`config.mk`:
```
export PLATFORM = sky130hd
export DESIGN_NAME = spwm_unit
export DESIGN_NICKNAME = d
export VERILOG_FILES = /design/src/logic/spwm_pkg.sv /design/src/logic/spwm_channel.sv /design/src/logic/spwm_unit.sv
export SDC_FILE = /design/constraint.sdc
export NUM_CORES = 1
export LEC_CHECK = 0
export ABC_AREA = 1
export BUFFER_PORTS_ARGS = -buffer_cell sky130_fd_sc_hd__buf_2
export CAP_MARGIN = 20
export CORE_MARGIN = 2
export CORE_UTILIZATION = 45
export CTS_CLUSTER_DIAMETER = 60
export CTS_CLUSTER_SIZE = 10
export DETAILED_ROUTE_END_ITERATION = 10
export PLACE_DENSITY_LB_ADDON = 0.3
export SLEW_MARGIN = 20
export SYNTH_ARGS = -nofsm -noshare
export SYNTH_HDL_FRONTEND = slang
export SYNTH_HIERARCHICAL = 1
export SYNTH_SLANG_ARGS = --single-unit
export TNS_END_PERCENT = 20
```
`constraint.sdc`:
```
create_clock -name mclk -period 2.2 [get_ports mclk]
set_clock_uncertainty 0.15 [all_clocks]
set_input_delay 0 -clock mclk [delete_from_list [all_inputs] [get_ports mclk]]
set_output_delay 0 -clock mclk [all_outputs]
set_load 0.02 [all_outputs]
```
`src/logic/spwm_pkg.sv`:
```
// constants, register map and field layout of the six channel pwm unit
// Overview of operation
// - six independent channels, each with own counter, start, toggle and output
// - per channel 16-bit start value, read/write, where counting begins
// - per channel 16-bit toggle value, read/write, where output changes level
// - per channel live 16-bit count readable by software at any time
// - one 18-bit read/write configuration register shared by all channels
// - shared configuration selects each channel's counting clock separately
// - shared configuration inverts each channel output individually
`default_nettype none

package spwm_pkg;

  // ---------------------------------------------------------------
  // sizes
  // ---------------------------------------------------------------
  localparam int SPWM_NCH  = 6;
  localparam int SPWM_CW   = 16;
  localparam int SPWM_CFGW = 18;
  localparam int SPWM_AW   = 8;
  localparam int SPWM_DW   = 32;

  // ---------------------------------------------------------------
  // register map: channel n at n*10h, shared config after them
  // ---------------------------------------------------------------
  localparam int             SPWM_CH_LSB    = 4;
  localparam logic [3:0]     SPWM_OFS_START = 4'h0;
  localparam logic [3:0]     SPWM_OFS_TOGGLE = 4'h4;
  localparam logic [3:0]     SPWM_OFS_COUNT = 4'h8;
  localparam logic [7:0]     SPWM_CFG_ADDR  = 8'h60;

  // ---------------------------------------------------------------
  // config fields, three bits per channel
  // ---------------------------------------------------------------
  localparam int SPWM_F_W   = 3;
  localparam int SPWM_F_EN  = 0;
  localparam int SPWM_F_CLK = 1;
  localparam int SPWM_F_INV = 2;

  // ---------------------------------------------------------------
  // reset values and counter limits
  // ---------------------------------------------------------------
  localparam logic [15:0] SPWM_RST_START  = 16'h0000;
  localparam logic [15:0] SPWM_RST_TOGGLE = 16'h8000;
  localparam logic [17:0] SPWM_RST_CFG    = 18'h00000;
  localparam logic [15:0] SPWM_CNT_TOP    = 16'hffff;

  // ---------------------------------------------------------------
  // timing: slow counting clock as an enable from mclk
  // ---------------------------------------------------------------
  localparam int SPWM_MCLK_KHZ = 250000;
  localparam int SPWM_SLOW_KHZ = 1000;
  localparam int SPWM_SLOW_DIV = SPWM_MCLK_KHZ / SPWM_SLOW_KHZ;

  // ---------------------------------------------------------------
  // bus responses
  // ---------------------------------------------------------------
  localparam logic [1:0] SPWM_RESP_OKAY   = 2'b00;
  localparam logic [1:0] SPWM_RESP_SLVERR = 2'b10;

endpackage

`default_nettype wire

```
`src/logic/spwm_channel.sv`:
```
// one pwm channel: counter with reload and compare output
`timescale 1ns/100ps
`default_nettype none

module spwm_channel
  import spwm_pkg::*;
(
  input  wire logic               mclk,          // system clock
  input  wire logic               resetn,        // async reset, active low
  input  wire logic               enable,        // channel runs
  input  wire logic               tick,          // count enable this cycle
  input  wire logic               invert,        // output phase flip
  input  wire logic [SPWM_CW-1:0] start_value,   // reload value
  input  wire logic [SPWM_CW-1:0] toggle_point,  // output edge position
  output var  logic [SPWM_CW-1:0] count,         // live count
  output var  logic               pwm_out        // channel output
);

  // ---------------------------------------------------------------
  // counter
  // ---------------------------------------------------------------
  always_ff @(posedge mclk or negedge resetn) begin
    if (!resetn) begin
      count <= SPWM_RST_START;
    end else if (!enable) begin
      count <= start_value;
    end else if (tick) begin
      if (count == SPWM_CNT_TOP) begin
        count <= start_value;
      end else begin
        count <= count + 1'b1;
      end
    end
  end

  // ---------------------------------------------------------------
  // output compare
  // ---------------------------------------------------------------
  always_ff @(posedge mclk or negedge resetn) begin
    if (!resetn) begin
      pwm_out <= 1'b0;
    end else begin
      pwm_out <= (count >= toggle_point) ^ invert;
    end
  end

  // ---------------------------------------------------------------
  // checks
  // ---------------------------------------------------------------
  a_cnt_wrap: assert property (
    @(posedge mclk) disable iff (!resetn)
    enable && tick && count == SPWM_CNT_TOP |=> count == $past(start_value))
    else $error("counter did not reload start after ffff");

  a_cnt_step: assert property (
    @(posedge mclk) disable iff (!resetn)
    enable && tick && count != SPWM_CNT_TOP |=> count == $past(count) + 16'h0001)
    else $error("counter did not step by one");

  a_cnt_hold: assert property (
    @(posedge mclk) disable iff (!resetn)
    enable && !tick |=> count == $past(count))
    else $error("counter moved without its clock enable");

  a_idle_load: assert property (
    @(posedge mclk) disable iff (!resetn)
    !enable |=> count == $past(start_value))
    else $error("idle counter not at start value");

  a_out_level: assert property (
    @(posedge mclk) disable iff (!resetn)
    $stable(count) && $stable(toggle_point) && $changed(invert) |=> $changed(pwm_out))
    else $error("phase flip did not flip the output");

endmodule // spwm_channel

`default_nettype wire

```
`src/logic/spwm_unit.sv`:
```
// six channel pwm unit with axi4-lite register slave
`timescale 1ns/100ps
`default_nettype none

module spwm_unit
  import spwm_pkg::*;
#(
  parameter int SLOW_DIV = SPWM_SLOW_DIV          // mclk cycles per slow tick
) (
  input  wire logic                mclk,          // system clock, 250 MHz
  input  wire logic                resetn,        // async reset, active low
  input  wire logic [SPWM_AW-1:0]  awaddr,        // write address
  input  wire logic                awvalid,       // write address valid
  output var  logic                awready,       // write address ready
  input  wire logic [SPWM_DW-1:0]  wdata,         // write data
  input  wire logic [3:0]          wstrb,         // write byte enables
  input  wire logic                wvalid,        // write data valid
  output var  logic                wready,        // write data ready
  output var  logic [1:0]          bresp,         // write response
  output var  logic                bvalid,        // write response valid
  input  wire logic                bready,        // write response ready
  input  wire logic [SPWM_AW-1:0]  araddr,        // read address
  input  wire logic                arvalid,       // read address valid
  output var  logic                arready,       // read address ready
  output var  logic [SPWM_DW-1:0]  rdata,         // read data
  output var  logic [1:0]          rresp,         // read response
  output var  logic                rvalid,        // read data valid
  input  wire logic                rready,        // read data ready
  output var  logic [SPWM_NCH-1:0] pwm_out        // channel outputs
);

  // ---------------------------------------------------------------
  // elaboration checks
  // ---------------------------------------------------------------
  // slow tick must be a true pulse with idle cycles between
  if (SLOW_DIV < 3) begin : g_bad_div
    $error("SLOW_DIV must be at least 3");
  end

  localparam int DIVW = $clog2(SLOW_DIV);
  localparam logic [DIVW-1:0] DIV_LAST = DIVW'(SLOW_DIV - 1);

  // ---------------------------------------------------------------
  // state
  // ---------------------------------------------------------------
  logic [SPWM_CW-1:0]   start_val [SPWM_NCH];
  logic [SPWM_CW-1:0]   toggle_pt [SPWM_NCH];
  logic [SPWM_CW-1:0]   count     [SPWM_NCH];
  logic [SPWM_CFGW-1:0] cfg;
  logic [DIVW-1:0]      div_cnt;
  logic                 slow_tick;
  logic                 aw_held;
  logic                 w_held;
  logic [SPWM_AW-1:0]   aw_addr;
  logic [SPWM_DW-1:0]   w_data;
  logic [3:0]           w_strb;
  logic                 do_write;
  logic                 wr_ok;
  logic                 aw_rok;
  logic                 ar_ok;
  logic [SPWM_DW-1:0]   aw_old;
  logic [SPWM_DW-1:0]   ar_word;
  logic [SPWM_DW-1:0]   next_word;

  // ---------------------------------------------------------------
  // helpers
  // ---------------------------------------------------------------
  function automatic logic [2:0] ch_of(input logic [SPWM_AW-1:0] a);
    return a[SPWM_CH_LSB +: 3];
  endfunction

  function automatic logic [3:0] kind_of(input logic [SPWM_AW-1:0] a);
    return a[SPWM_CH_LSB-1:0];
  endfunction

  function automatic logic [SPWM_DW-1:0] merge(input logic [SPWM_DW-1:0] old,
                                               input logic [SPWM_DW-1:0] d,
                                               input logic [3:0]         s);
    logic [SPWM_DW-1:0] r;
    r = old;
    for (int b = 0; b < 4; b++) begin
      if (s[b]) begin
        r[8*b +: 8] = d[8*b +: 8];
      end
    end
    return r;
  endfunction

  // decode and fetch one register: {hit, word}
  function automatic logic [SPWM_DW:0] read_word(input logic [SPWM_AW-1:0] a);
    logic [2:0]         ch;
    logic [SPWM_DW-1:0] w;
    logic               hit;
    ch  = ch_of(a);
    w   = '0;
    hit = 1'b0;
    if (a == SPWM_CFG_ADDR) begin
      w   = SPWM_DW'(cfg);
      hit = 1'b1;
    end else if (a[SPWM_AW-1:SPWM_CH_LSB] < 4'(SPWM_NCH)) begin
      // all address bits above the kind take part, so 80h and up never alias a channel
      case (kind_of(a))
        SPWM_OFS_START: begin
          w   = SPWM_DW'(start_val[ch]);
          hit = 1'b1;
        end
        SPWM_OFS_TOGGLE: begin
          w   = SPWM_DW'(toggle_pt[ch]);
          hit = 1'b1;
        end
        SPWM_OFS_COUNT: begin
          w   = SPWM_DW'(count[ch]);
          hit = 1'b1;
        end
        default: begin
          hit = 1'b0;
        end
      endcase
    end
    return {hit, w};
  endfunction

  // ---------------------------------------------------------------
  // decode
  // ---------------------------------------------------------------
  always_comb begin
    {ar_ok, ar_word} = read_word(araddr);
    {aw_rok, aw_old} = read_word(aw_addr);
    // count readback is read only, so a write to it is refused
    wr_ok     = aw_rok && (aw_addr == SPWM_CFG_ADDR || kind_of(aw_addr) != SPWM_OFS_COUNT);
    next_word = merge(aw_old, w_data, w_strb);
    do_write  = aw_held && w_held && !bvalid;
  end

  // ---------------------------------------------------------------
  // write address and data channels
  // ---------------------------------------------------------------
  // either may arrive first; each is parked until the response is taken
  always_ff @(posedge mclk or negedge resetn) begin
    if (!resetn) begin
      awready <= 1'b1;
      aw_held <= 1'b0;
      aw_addr <= '0;
    end else if (awvalid && awready) begin
      awready <= 1'b0;
      aw_held <= 1'b1;
      aw_addr <= awaddr;
    end else if (bvalid && bready) begin
      awready <= 1'b1;
      aw_held <= 1'b0;
    end
  end

  always_ff @(posedge mclk or negedge resetn) begin
    if (!resetn) begin
      wready <= 1'b1;
      w_held <= 1'b0;
      w_data <= '0;
      w_strb <= '0;
    end else if (wvalid && wready) begin
      wready <= 1'b0;
      w_held <= 1'b1;
      w_data <= wdata;
      w_strb <= wstrb;
    end else if (bvalid && bready) begin
      wready <= 1'b1;
      w_held <= 1'b0;
    end
  end

  always_ff @(posedge mclk or negedge resetn) begin
    if (!resetn) begin
      bvalid <= 1'b0;
      bresp  <= SPWM_RESP_OKAY;
    end else if (do_write) begin
      bvalid <= 1'b1;
      bresp  <= wr_ok ? SPWM_RESP_OKAY : SPWM_RESP_SLVERR;
    end else if (bvalid && bready) begin
      bvalid <= 1'b0;
    end
  end

  // ---------------------------------------------------------------
  // read channel
  // ---------------------------------------------------------------
  always_ff @(posedge mclk or negedge resetn) begin
    if (!resetn) begin
      arready <= 1'b1;
      rvalid  <= 1'b0;
      rdata   <= '0;
      rresp   <= SPWM_RESP_OKAY;
    end else if (arvalid && arready) begin
      arready <= 1'b0;
      rvalid  <= 1'b1;
      rdata   <= ar_word;
      rresp   <= ar_ok ? SPWM_RESP_OKAY : SPWM_RESP_SLVERR;
    end else if (rvalid && rready) begin
      rvalid  <= 1'b0;
      arready <= 1'b1;
    end
  end

  // ---------------------------------------------------------------
  // registers
  // ---------------------------------------------------------------
  always_ff @(posedge mclk or negedge resetn) begin
    if (!resetn) begin
      for (int i = 0; i < SPWM_NCH; i++) begin
        start_val[i] <= SPWM_RST_START;
        toggle_pt[i] <= SPWM_RST_TOGGLE;
      end
    end else if (do_write && wr_ok && aw_addr != SPWM_CFG_ADDR) begin
      for (int i = 0; i < SPWM_NCH; i++) begin
        if (ch_of(aw_addr) == 3'(i)) begin
          if (kind_of(aw_addr) == SPWM_OFS_START) begin
            start_val[i] <= next_word[SPWM_CW-1:0];
          end
          if (kind_of(aw_addr) == SPWM_OFS_TOGGLE) begin
            toggle_pt[i] <= next_word[SPWM_CW-1:0];
          end
        end
      end
    end
  end

  always_ff @(posedge mclk or negedge resetn) begin
    if (!resetn) begin
      cfg <= SPWM_RST_CFG;
    end else if (do_write && aw_addr == SPWM_CFG_ADDR) begin
      cfg <= next_word[SPWM_CFGW-1:0];
    end
  end

  // ---------------------------------------------------------------
  // slow counting clock
  // ---------------------------------------------------------------
  // one enable pulse every SLOW_DIV cycles keeps the design on one clock
  always_ff @(posedge mclk or negedge resetn) begin
    if (!resetn) begin
      div_cnt   <= '0;
      slow_tick <= 1'b0;
    end else begin
      slow_tick <= (div_cnt == DIV_LAST);
      div_cnt   <= (div_cnt == DIV_LAST) ? '0 : div_cnt + 1'b1;
    end
  end

  // ---------------------------------------------------------------
  // channels
  // ---------------------------------------------------------------
  // six channels
  for (genvar g = 0; g < SPWM_NCH; g++) begin : g_ch
    spwm_channel u_ch (
      .mclk         (mclk),
      .resetn       (resetn),
      .enable       (cfg[g*SPWM_F_W + SPWM_F_EN]),
      .tick         (cfg[g*SPWM_F_W + SPWM_F_CLK] ? slow_tick : 1'b1),
      .invert       (cfg[g*SPWM_F_W + SPWM_F_INV]),
      .start_value  (start_val[g]),
      .toggle_point (toggle_pt[g]),
      .count        (count[g]),
      .pwm_out      (pwm_out[g])
    );
  end

  // ---------------------------------------------------------------
  // checks
  // ---------------------------------------------------------------
  a_cfg_write: assert property (
    @(posedge mclk) disable iff (!resetn)
    do_write && aw_addr == SPWM_CFG_ADDR && w_strb == 4'hf
      |=> cfg == $past(w_data[SPWM_CFGW-1:0]))
    else $error("config write not stored");

  a_start_write: assert property (
    @(posedge mclk) disable iff (!resetn)
    do_write && aw_addr == {4'h0, SPWM_OFS_START} && w_strb == 4'hf
      |=> start_val[0] == $past(w_data[SPWM_CW-1:0]))
    else $error("start value write not stored");

  a_toggle_write: assert property (
    @(posedge mclk) disable iff (!resetn)
    do_write && aw_addr == {4'h0, SPWM_OFS_TOGGLE} && w_strb == 4'hf
      |=> toggle_pt[0] == $past(w_data[SPWM_CW-1:0]))
    else $error("toggle value write not stored");

  a_count_read: assert property (
    @(posedge mclk) disable iff (!resetn)
    arvalid && arready && araddr == {4'h0, SPWM_OFS_COUNT}
      |=> rvalid && rresp == SPWM_RESP_OKAY && rdata == SPWM_DW'($past(count[0])))
    else $error("count readback wrong");

  a_slow_tick: assert property (
    @(posedge mclk) disable iff (!resetn)
    slow_tick |=> !slow_tick [*2])
    else $error("slow tick not a lone pulse");

  a_resp_hold: assert property (
    @(posedge mclk) disable iff (!resetn)
    bvalid && !bready |=> bvalid && $stable(bresp))
    else $error("write response dropped before taken");

endmodule // spwm_unit

`default_nettype wire

```
==> results of run 1 <==
==> layer usage <==
metal	GRT usage	vias up	part of all wire	wire, um
li1	-	14152	-	-
met1	0.514	14431	0.38	48200
met2	0.577	1971	0.42	52800
met3	0.0969	466	0.12	15200
met4	0.267	8	0.079	9950
met5	0	-	0.00047	59
==> kinds of logic (layout without fill, tap and decap cells) <==
family | Yosys count | count (layout)
XOR/XNOR | 54 | 54
AND/OR/NAND/NOR | 2674 | 2674
multiplexers | 6 | 6
adder cells (fa/ha/maj) | 104 | 104
flip-flops | 377 | 377
other | 1 | 16
AO/OA/AOI/OAI | 456 | 456
buffers and inverters | 642 | 938
==> registers in the layout, indices dropped and copies added, names as in the netlist, 3 cells and up <==
name and cells:
start_val 96, toggle_pt 96, aw_addr 8, w_data 18, g_ch.u_ch/pwm_out 6, g_ch.u_ch/count 96
rdata 18, div_cnt 8, w_strb 3, cfg 18
==> area by class of cell <==
class / count / area share
multi-input cells: 3310 / 0.472
flip-flops and latches: 377 / 0.286
repair buffers: 446 / 0.119
inverters: 409 / 0.0470
clock buffers: 73 / 0.0414
well taps: 790 / 0.0300
clock inverters: 10 / 0.00387
==> report_power, final <==
part | switching, mW | internal (mW)
logic | 6.89 | 3.25
registers | 0.847 | 7.65
clock network | 3.39 | 4.40
==> cells in the mapped netlist, types with 9 or more instances <==
cell type / count
buf_1: 17
dfstp_2: 9
nand2_2: 11
nand4_1: 19
nand2_1: 1837
xor2_1: 37
buf_4: 60
nor2_1: 297
o21bai_1: 19
buf_6: 21
nand3_2: 11
nor3_1: 19
o211ai_1: 48
nor2_2: 23
dfrtp_1: 368
a21oi_1: 158
inv_1: 383
o21ai_0: 217
nand3_1: 421
ha_1: 104
clkbuf_1: 71
inv_2: 20
xnor2_1: 17
buf_2: 64
==> worst register-to-register path: cells and delay by family (launching register included) <==
family	cells	cell delay, ns
flops	1	0.48
simple gates	8	1.03
buf+inv	2	0.63
==> per-stage QoR <==
step                      hold slack, ns   util  std cells
after detailed placement         -0.0713  0.500       5262
final                             0.0152  0.538       5415
after global placement           -0.0683  0.500       5262
after global routing              0.0259  0.538       5415
after floorplan                   -0.446      -       4329
after CTS                         0.0124  0.537       5415
==> worst paths after layout <==
check,slack (ns),to,from,cells past startpoint
min,0.02,w_data[16],wdata[16],3
min reg2reg,0.33,w_held,w_held,2
max,-0.16,start_val[48],aw_addr[6],10
max in group asynchronous,0.72,awready,resetn,4
max reg2reg,-0.16,start_val[48],aw_addr[6],10
min in group asynchronous,0.40,g_ch[0].u_ch/count[3],resetn,3
==> timing repair <==
action                                  4_1_cts  5_1_grt
endpoints found under the hold margin       431        0
resized for setup                            28       27
hold buffers                                 70        0
endpoints found under the setup margin      163      215
pin swaps                                     3        2
==> qor.yml, run 1 <==
synthesis:
  yosys_warnings: 6
  synth_compound_gate_area_share: 0.0897
  synth_simple_gate_area_frac: 0.400
  ys.flop_type: "dfrtp_1"
  synth_edf_count: 0
  synth.area.mux_share: 0.00243
  synth_cell_types: 44
  syn_area_per_cell_um2: 6.44
  synthXorXnorAreaFrac: 0.0170
  async_flop_share: 1.00
  synth_top_area_frac: 0.332
  synth_area_leader_cell: "dfrtp_1"
  synth_top_family_by_area: "simple AND/OR/NAND/NOR gates"
  syn-cell-area_um2: 27800
  synth_fa_ha_area_frac: 0.0469
  ys_seq_elements: 377
  syn_inst: 4314
  synth.area.top_cells: "dfrtp_1 (33%), nand2_1 (25%), nand3_1 (7.6%)"
  yosysSeqAreaShare: 0.340
critical_path:
  worstPathMaxFanout: 31
  critPathTopFamily: "simple AND/OR/NAND/NOR gates"
  path_common_cell: "nand2_1"
  critPathSlowestCell: "dfrtp_1"
  end_kind: "flop"
  path_cells: "buf_4, nand3_1, nand2_1, nand2_1, nand3_1, nand2_1, nand2_2, buf_6, nand3_1, nand2_1"
  critPathKind: "reg -> reg"
  cp.arrival_ns: 2.76
  critPathLaunchType: "flop"
  required_ns: 2.60
  crit_buf_inv: 2
  worst_path_largest_cell_delay_ns: 0.48
pwr:
  power.total_mw: 26.4
  p_per_area_nw_per_um2: 801
  peakVddDrop_uv: 968
  p_leak_nw: 17.1
global_route:
  first_global_vias: 28608
  grt_start_max_net_pins: 63
  antenna_found_initial: 5
  gr-usage-all-layers: 0.394
  grt_first_pass_wirelength_mm: 186
  gr-total-overflow: 0
finish:
  final_cell_mix: "nand2_1 (1823), nand3_1 (420), inv_1 (381)"
  final_nets: 4755
  register_area_um2: 9450
  final_common_cell: "nand2_1"
  final_cell_area_um2: 33000
  area_growth_pct: 18.9
  drive_above_1_share: 0.125
  fillers: 6044
  antennaDiodeCount: 0
  multi_input_area_um2: 15600
timing:
  finalSetupTns_ns: -10.28
  setup_ws_ns: -0.156
  rsz0062_at_grt: "true"
  clock.fmax_mhz: 424
  slew_viol_final: 0
  tightest_slew_ns: 0.939
  setup_viol: 195
  relSlewSlack: 0.374
  hold_viol: 0
  fin_crit_sh: 1.07
  period_needed_ns: 2.36
floorplan:
  initial_utilization: 0.452
  die_y_um: 252
  io_pins: 106
  core.rowCount: 91
  die_w_um: 252
  dieArea_um2: 63700
  core_um2: 61400
placed_design:
  hpwl_mm: 93.1
  portBuffers: 74
  dp_slack_ns: -0.106
  gp_congestion: 1.08
  dpl_cell_area_um2: 30700
clock_network:
  worst_skew_pair.late_latency_ns: 0.63
  clk_pin_slew_ns: 0.06
  cts_tree: "built"
  h-tree-depth: 2
  cts_sinks: 377
  numCtsBuffers: 48
  clk_path_buf_depth: 3
  post_cts_buffers: 0
  cts.root.buffer_cell: "clkbuf_16"
routing:
  wl_mm: 126
  via_per_inst: 5.73
  dr.pass1.iters: 8
  route.detailed.drc: 0
  ant_nets: 0
  wl_per_cell_um: 23.3
  detailroute.via_count: 31028
  drt-initial-drc-count: 4330
outcome:
  violations: "setup timing"
  status: "complete, but fails checks"
hold_path:
  hp-class: "in -> reg"
job:
  timing.max_cap.violations: 0
Note: power is estimated with default switching activity, not from simulation.
==> run 2: changes to the inputs <==
Settings changed: PLACE_DENSITY_LB_ADDON 0.3 to unset.
==> qor.yml, run 2 (synthesis results as in run 1) <==
outcome:
  status: "complete, but fails checks"
  violations: "setup timing"
clock_network:
  clk_pin_slew_ns: 0.06
  cts_sinks: 377
  clk_path_buf_depth: 3
  worst_skew_pair.late_latency_ns: 0.64
  cts_tree: "built"
  h-tree-depth: 2
  cts.root.buffer_cell: "clkbuf_16"
  numCtsBuffers: 54
timing:
  tightest_slew_ns: 0.784
  fin_crit_sh: 1.04
  finalSetupTns_ns: -9.19
  clock.fmax_mhz: 435
  slew_viol_final: 0
  hold_viol: 0
  setup_ws_ns: -0.0974
  rsz0062_at_grt: "true"
  relSlewSlack: 0.477
  setup_viol: 201
  hold_ws_ns: 0.0238
  period_needed_ns: 2.30
routing:
  route.detailed.drc: 0
  drt-initial-drc-count: 3786
  wl_mm: 133
  dr.pass1.iters: 9
  via_per_inst: 5.66
  ant_nets: 0
  wl_per_cell_um: 24.1
  detailroute.via_count: 31105
critical_path:
  critPathKind: "reg -> reg"
  worst_path_largest_cell_delay_ns: 0.49
  worstPathMaxFanout: 6
  critPathSlowestCell: "dfrtp_4"
  required_ns: 2.62
  reg2reg_from: "aw_addr[4]"
  critPathLaunchType: "flop"
  rr_worst_depth: 18
  rrSetupSlack_ns: -0.1
  critPathTopFamily: "simple AND/OR/NAND/NOR gates"
  crit_buf_inv: 6
  path_cells: "buf_12, inv_16, buf_12, clkbuf_16, buf_6, nand2_2, nand2_1, nand2_1, nand2_1, nand2_1, nand2_1, nand2_2, nand3_2, nand2_2, nand2_4, clkbuf_16, nand3_1, nand2_1"
  path_common_cell: "nand2_1"
  r2r_end: "start_val[33]"
  cp.arrival_ns: 2.72
  end_kind: "flop"
global_route:
  grt_first_pass_wirelength_mm: 192
  gr-usage-all-layers: 0.409
  antenna_found_initial: 6
  gr-total-overflow: 0
  grt_start_max_net_pins: 80
  first_global_vias: 28556
floorplan:
  io_pins: 106
  core_um2: 61400
  initial_utilization: 0.452
  die_y_um: 252
  core.rowCount: 91
  dieArea_um2: 63700
  die_w_um: 252
pwr:
  p_leak_nw: 17.9
  peakVddDrop_uv: 1010
  p_per_area_nw_per_um2: 862
  power.total_mw: 30.1
hold_path:
  holdPathEnd: "aw_addr[1]"
  hp-class: "in -> reg"
  holdPathStages: 4
  worstHoldStart: "awaddr[1]"
placed_design:
  gp_congestion: 1.07
  hpwl_mm: 96.5
  portBuffers: 74
finish:
  fillers: 6023
  drive_above_1_share: 0.159
  reg.largest.list: "g_ch.u_ch/count x96, start_val x96, toggle_pt x96"
  final_cell_mix: "nand2_1 (1755), nand3_1 (386), inv_1 (381)"
  final_nets: 4825
  area_growth_pct: 25.7
  final_common_cell: "nand2_1"
job:
  timing.max_cap.violations: 0
## run 2: changes by cell type in the layout (fill, tap and decap cells not counted), moves of 7 or more
cell	before	now
nand2_1	1823	1755
dlygate4sd3_1	69	89
o21ai_2	2	9
clkbuf_16	49	63
buf_12	41	69
o21ai_0	204	191
nand2_2	22	79
nand2_4	10	21
buf_6	10	21
nand3_1	420	386
nand3_2	12	46
## run 2: layout make-up
class	instances	area, um2	share of cell area
multi-input combinational	3310	16000	0.459
sequential	377	9450	0.271
timing repair buffer	510	5090	0.146
inverter	409	1560	0.0447
clock buffer	79	1510	0.0432
tap	790	988	0.0283
clock inverter	20	283	0.00810
antenna	3	7.51	0.000215
## run 2: worst max path at each step
stage	from	endpoint	cells after the start
finish	aw_addr[4]	start_val[33]	18
detailed placement	aw_addr[4]	toggle_pt[30]	14
CTS	aw_addr[4]	cfg[2]	14
floorplan	bvalid	toggle_pt[7]	9
global placement	aw_addr[4]	toggle_pt[78]	14
global route	aw_addr[4]	toggle_pt[49]	18
## run 2: power breakdown
| part | total [mW] | switching [mW] | internal, mW |
|---|---|---|---|
| combinational | 12.7 | 8.00 | 4.70 |
| sequential | 8.43 | 0.783 | 7.65 |
| clock | 8.97 | 3.61 | 5.36 |
| total | 30.1 | 12.4 | 17.7 |
## run 2: timing repair
action                                 in CTS  in global routing
pin swaps                                   4                 71
setup endpoints to repair                 150                208
endpoints found under the hold margin     432                  0
resized for setup                          53                157
setup buffers                               4                  2
hold buffers                               90                  0
cloned                                      4                  9
## run 2: tightest hold or removal path, delay by kind of cell
kind / cells / cell delay, ns
buffers and inverters: 2 / 0.62
and+or+nand+nor: 1 / 0.04
AOI/OAI and AO/OA: 1 / 0.10
## run 2: per-layer routing
metal	global-route usage	vias to the layer above	wire length, um
met1	0.531	14532	51900
met4	0.290	6	11100
met3	0.0889	450	13600
met2	0.605	1824	56100
met5	0	-	45
li1	-	14293	-
## run 2: stage by stage
step | cell area [um2] | std cells | setup slack, ns | utilization
floorplan | 27800 | 4329 | 0.195 | -
global placement | 31100 | 5287 | -0.156 | 0.507
detailed placement | 31100 | 5287 | -0.113 | 0.507
CTS | 34100 | 5484 | -0.0554 | 0.556
global route | 34900 | 5495 | -0.197 | 0.569
finish | 34900 | 5498 | -0.0974 | 0.569
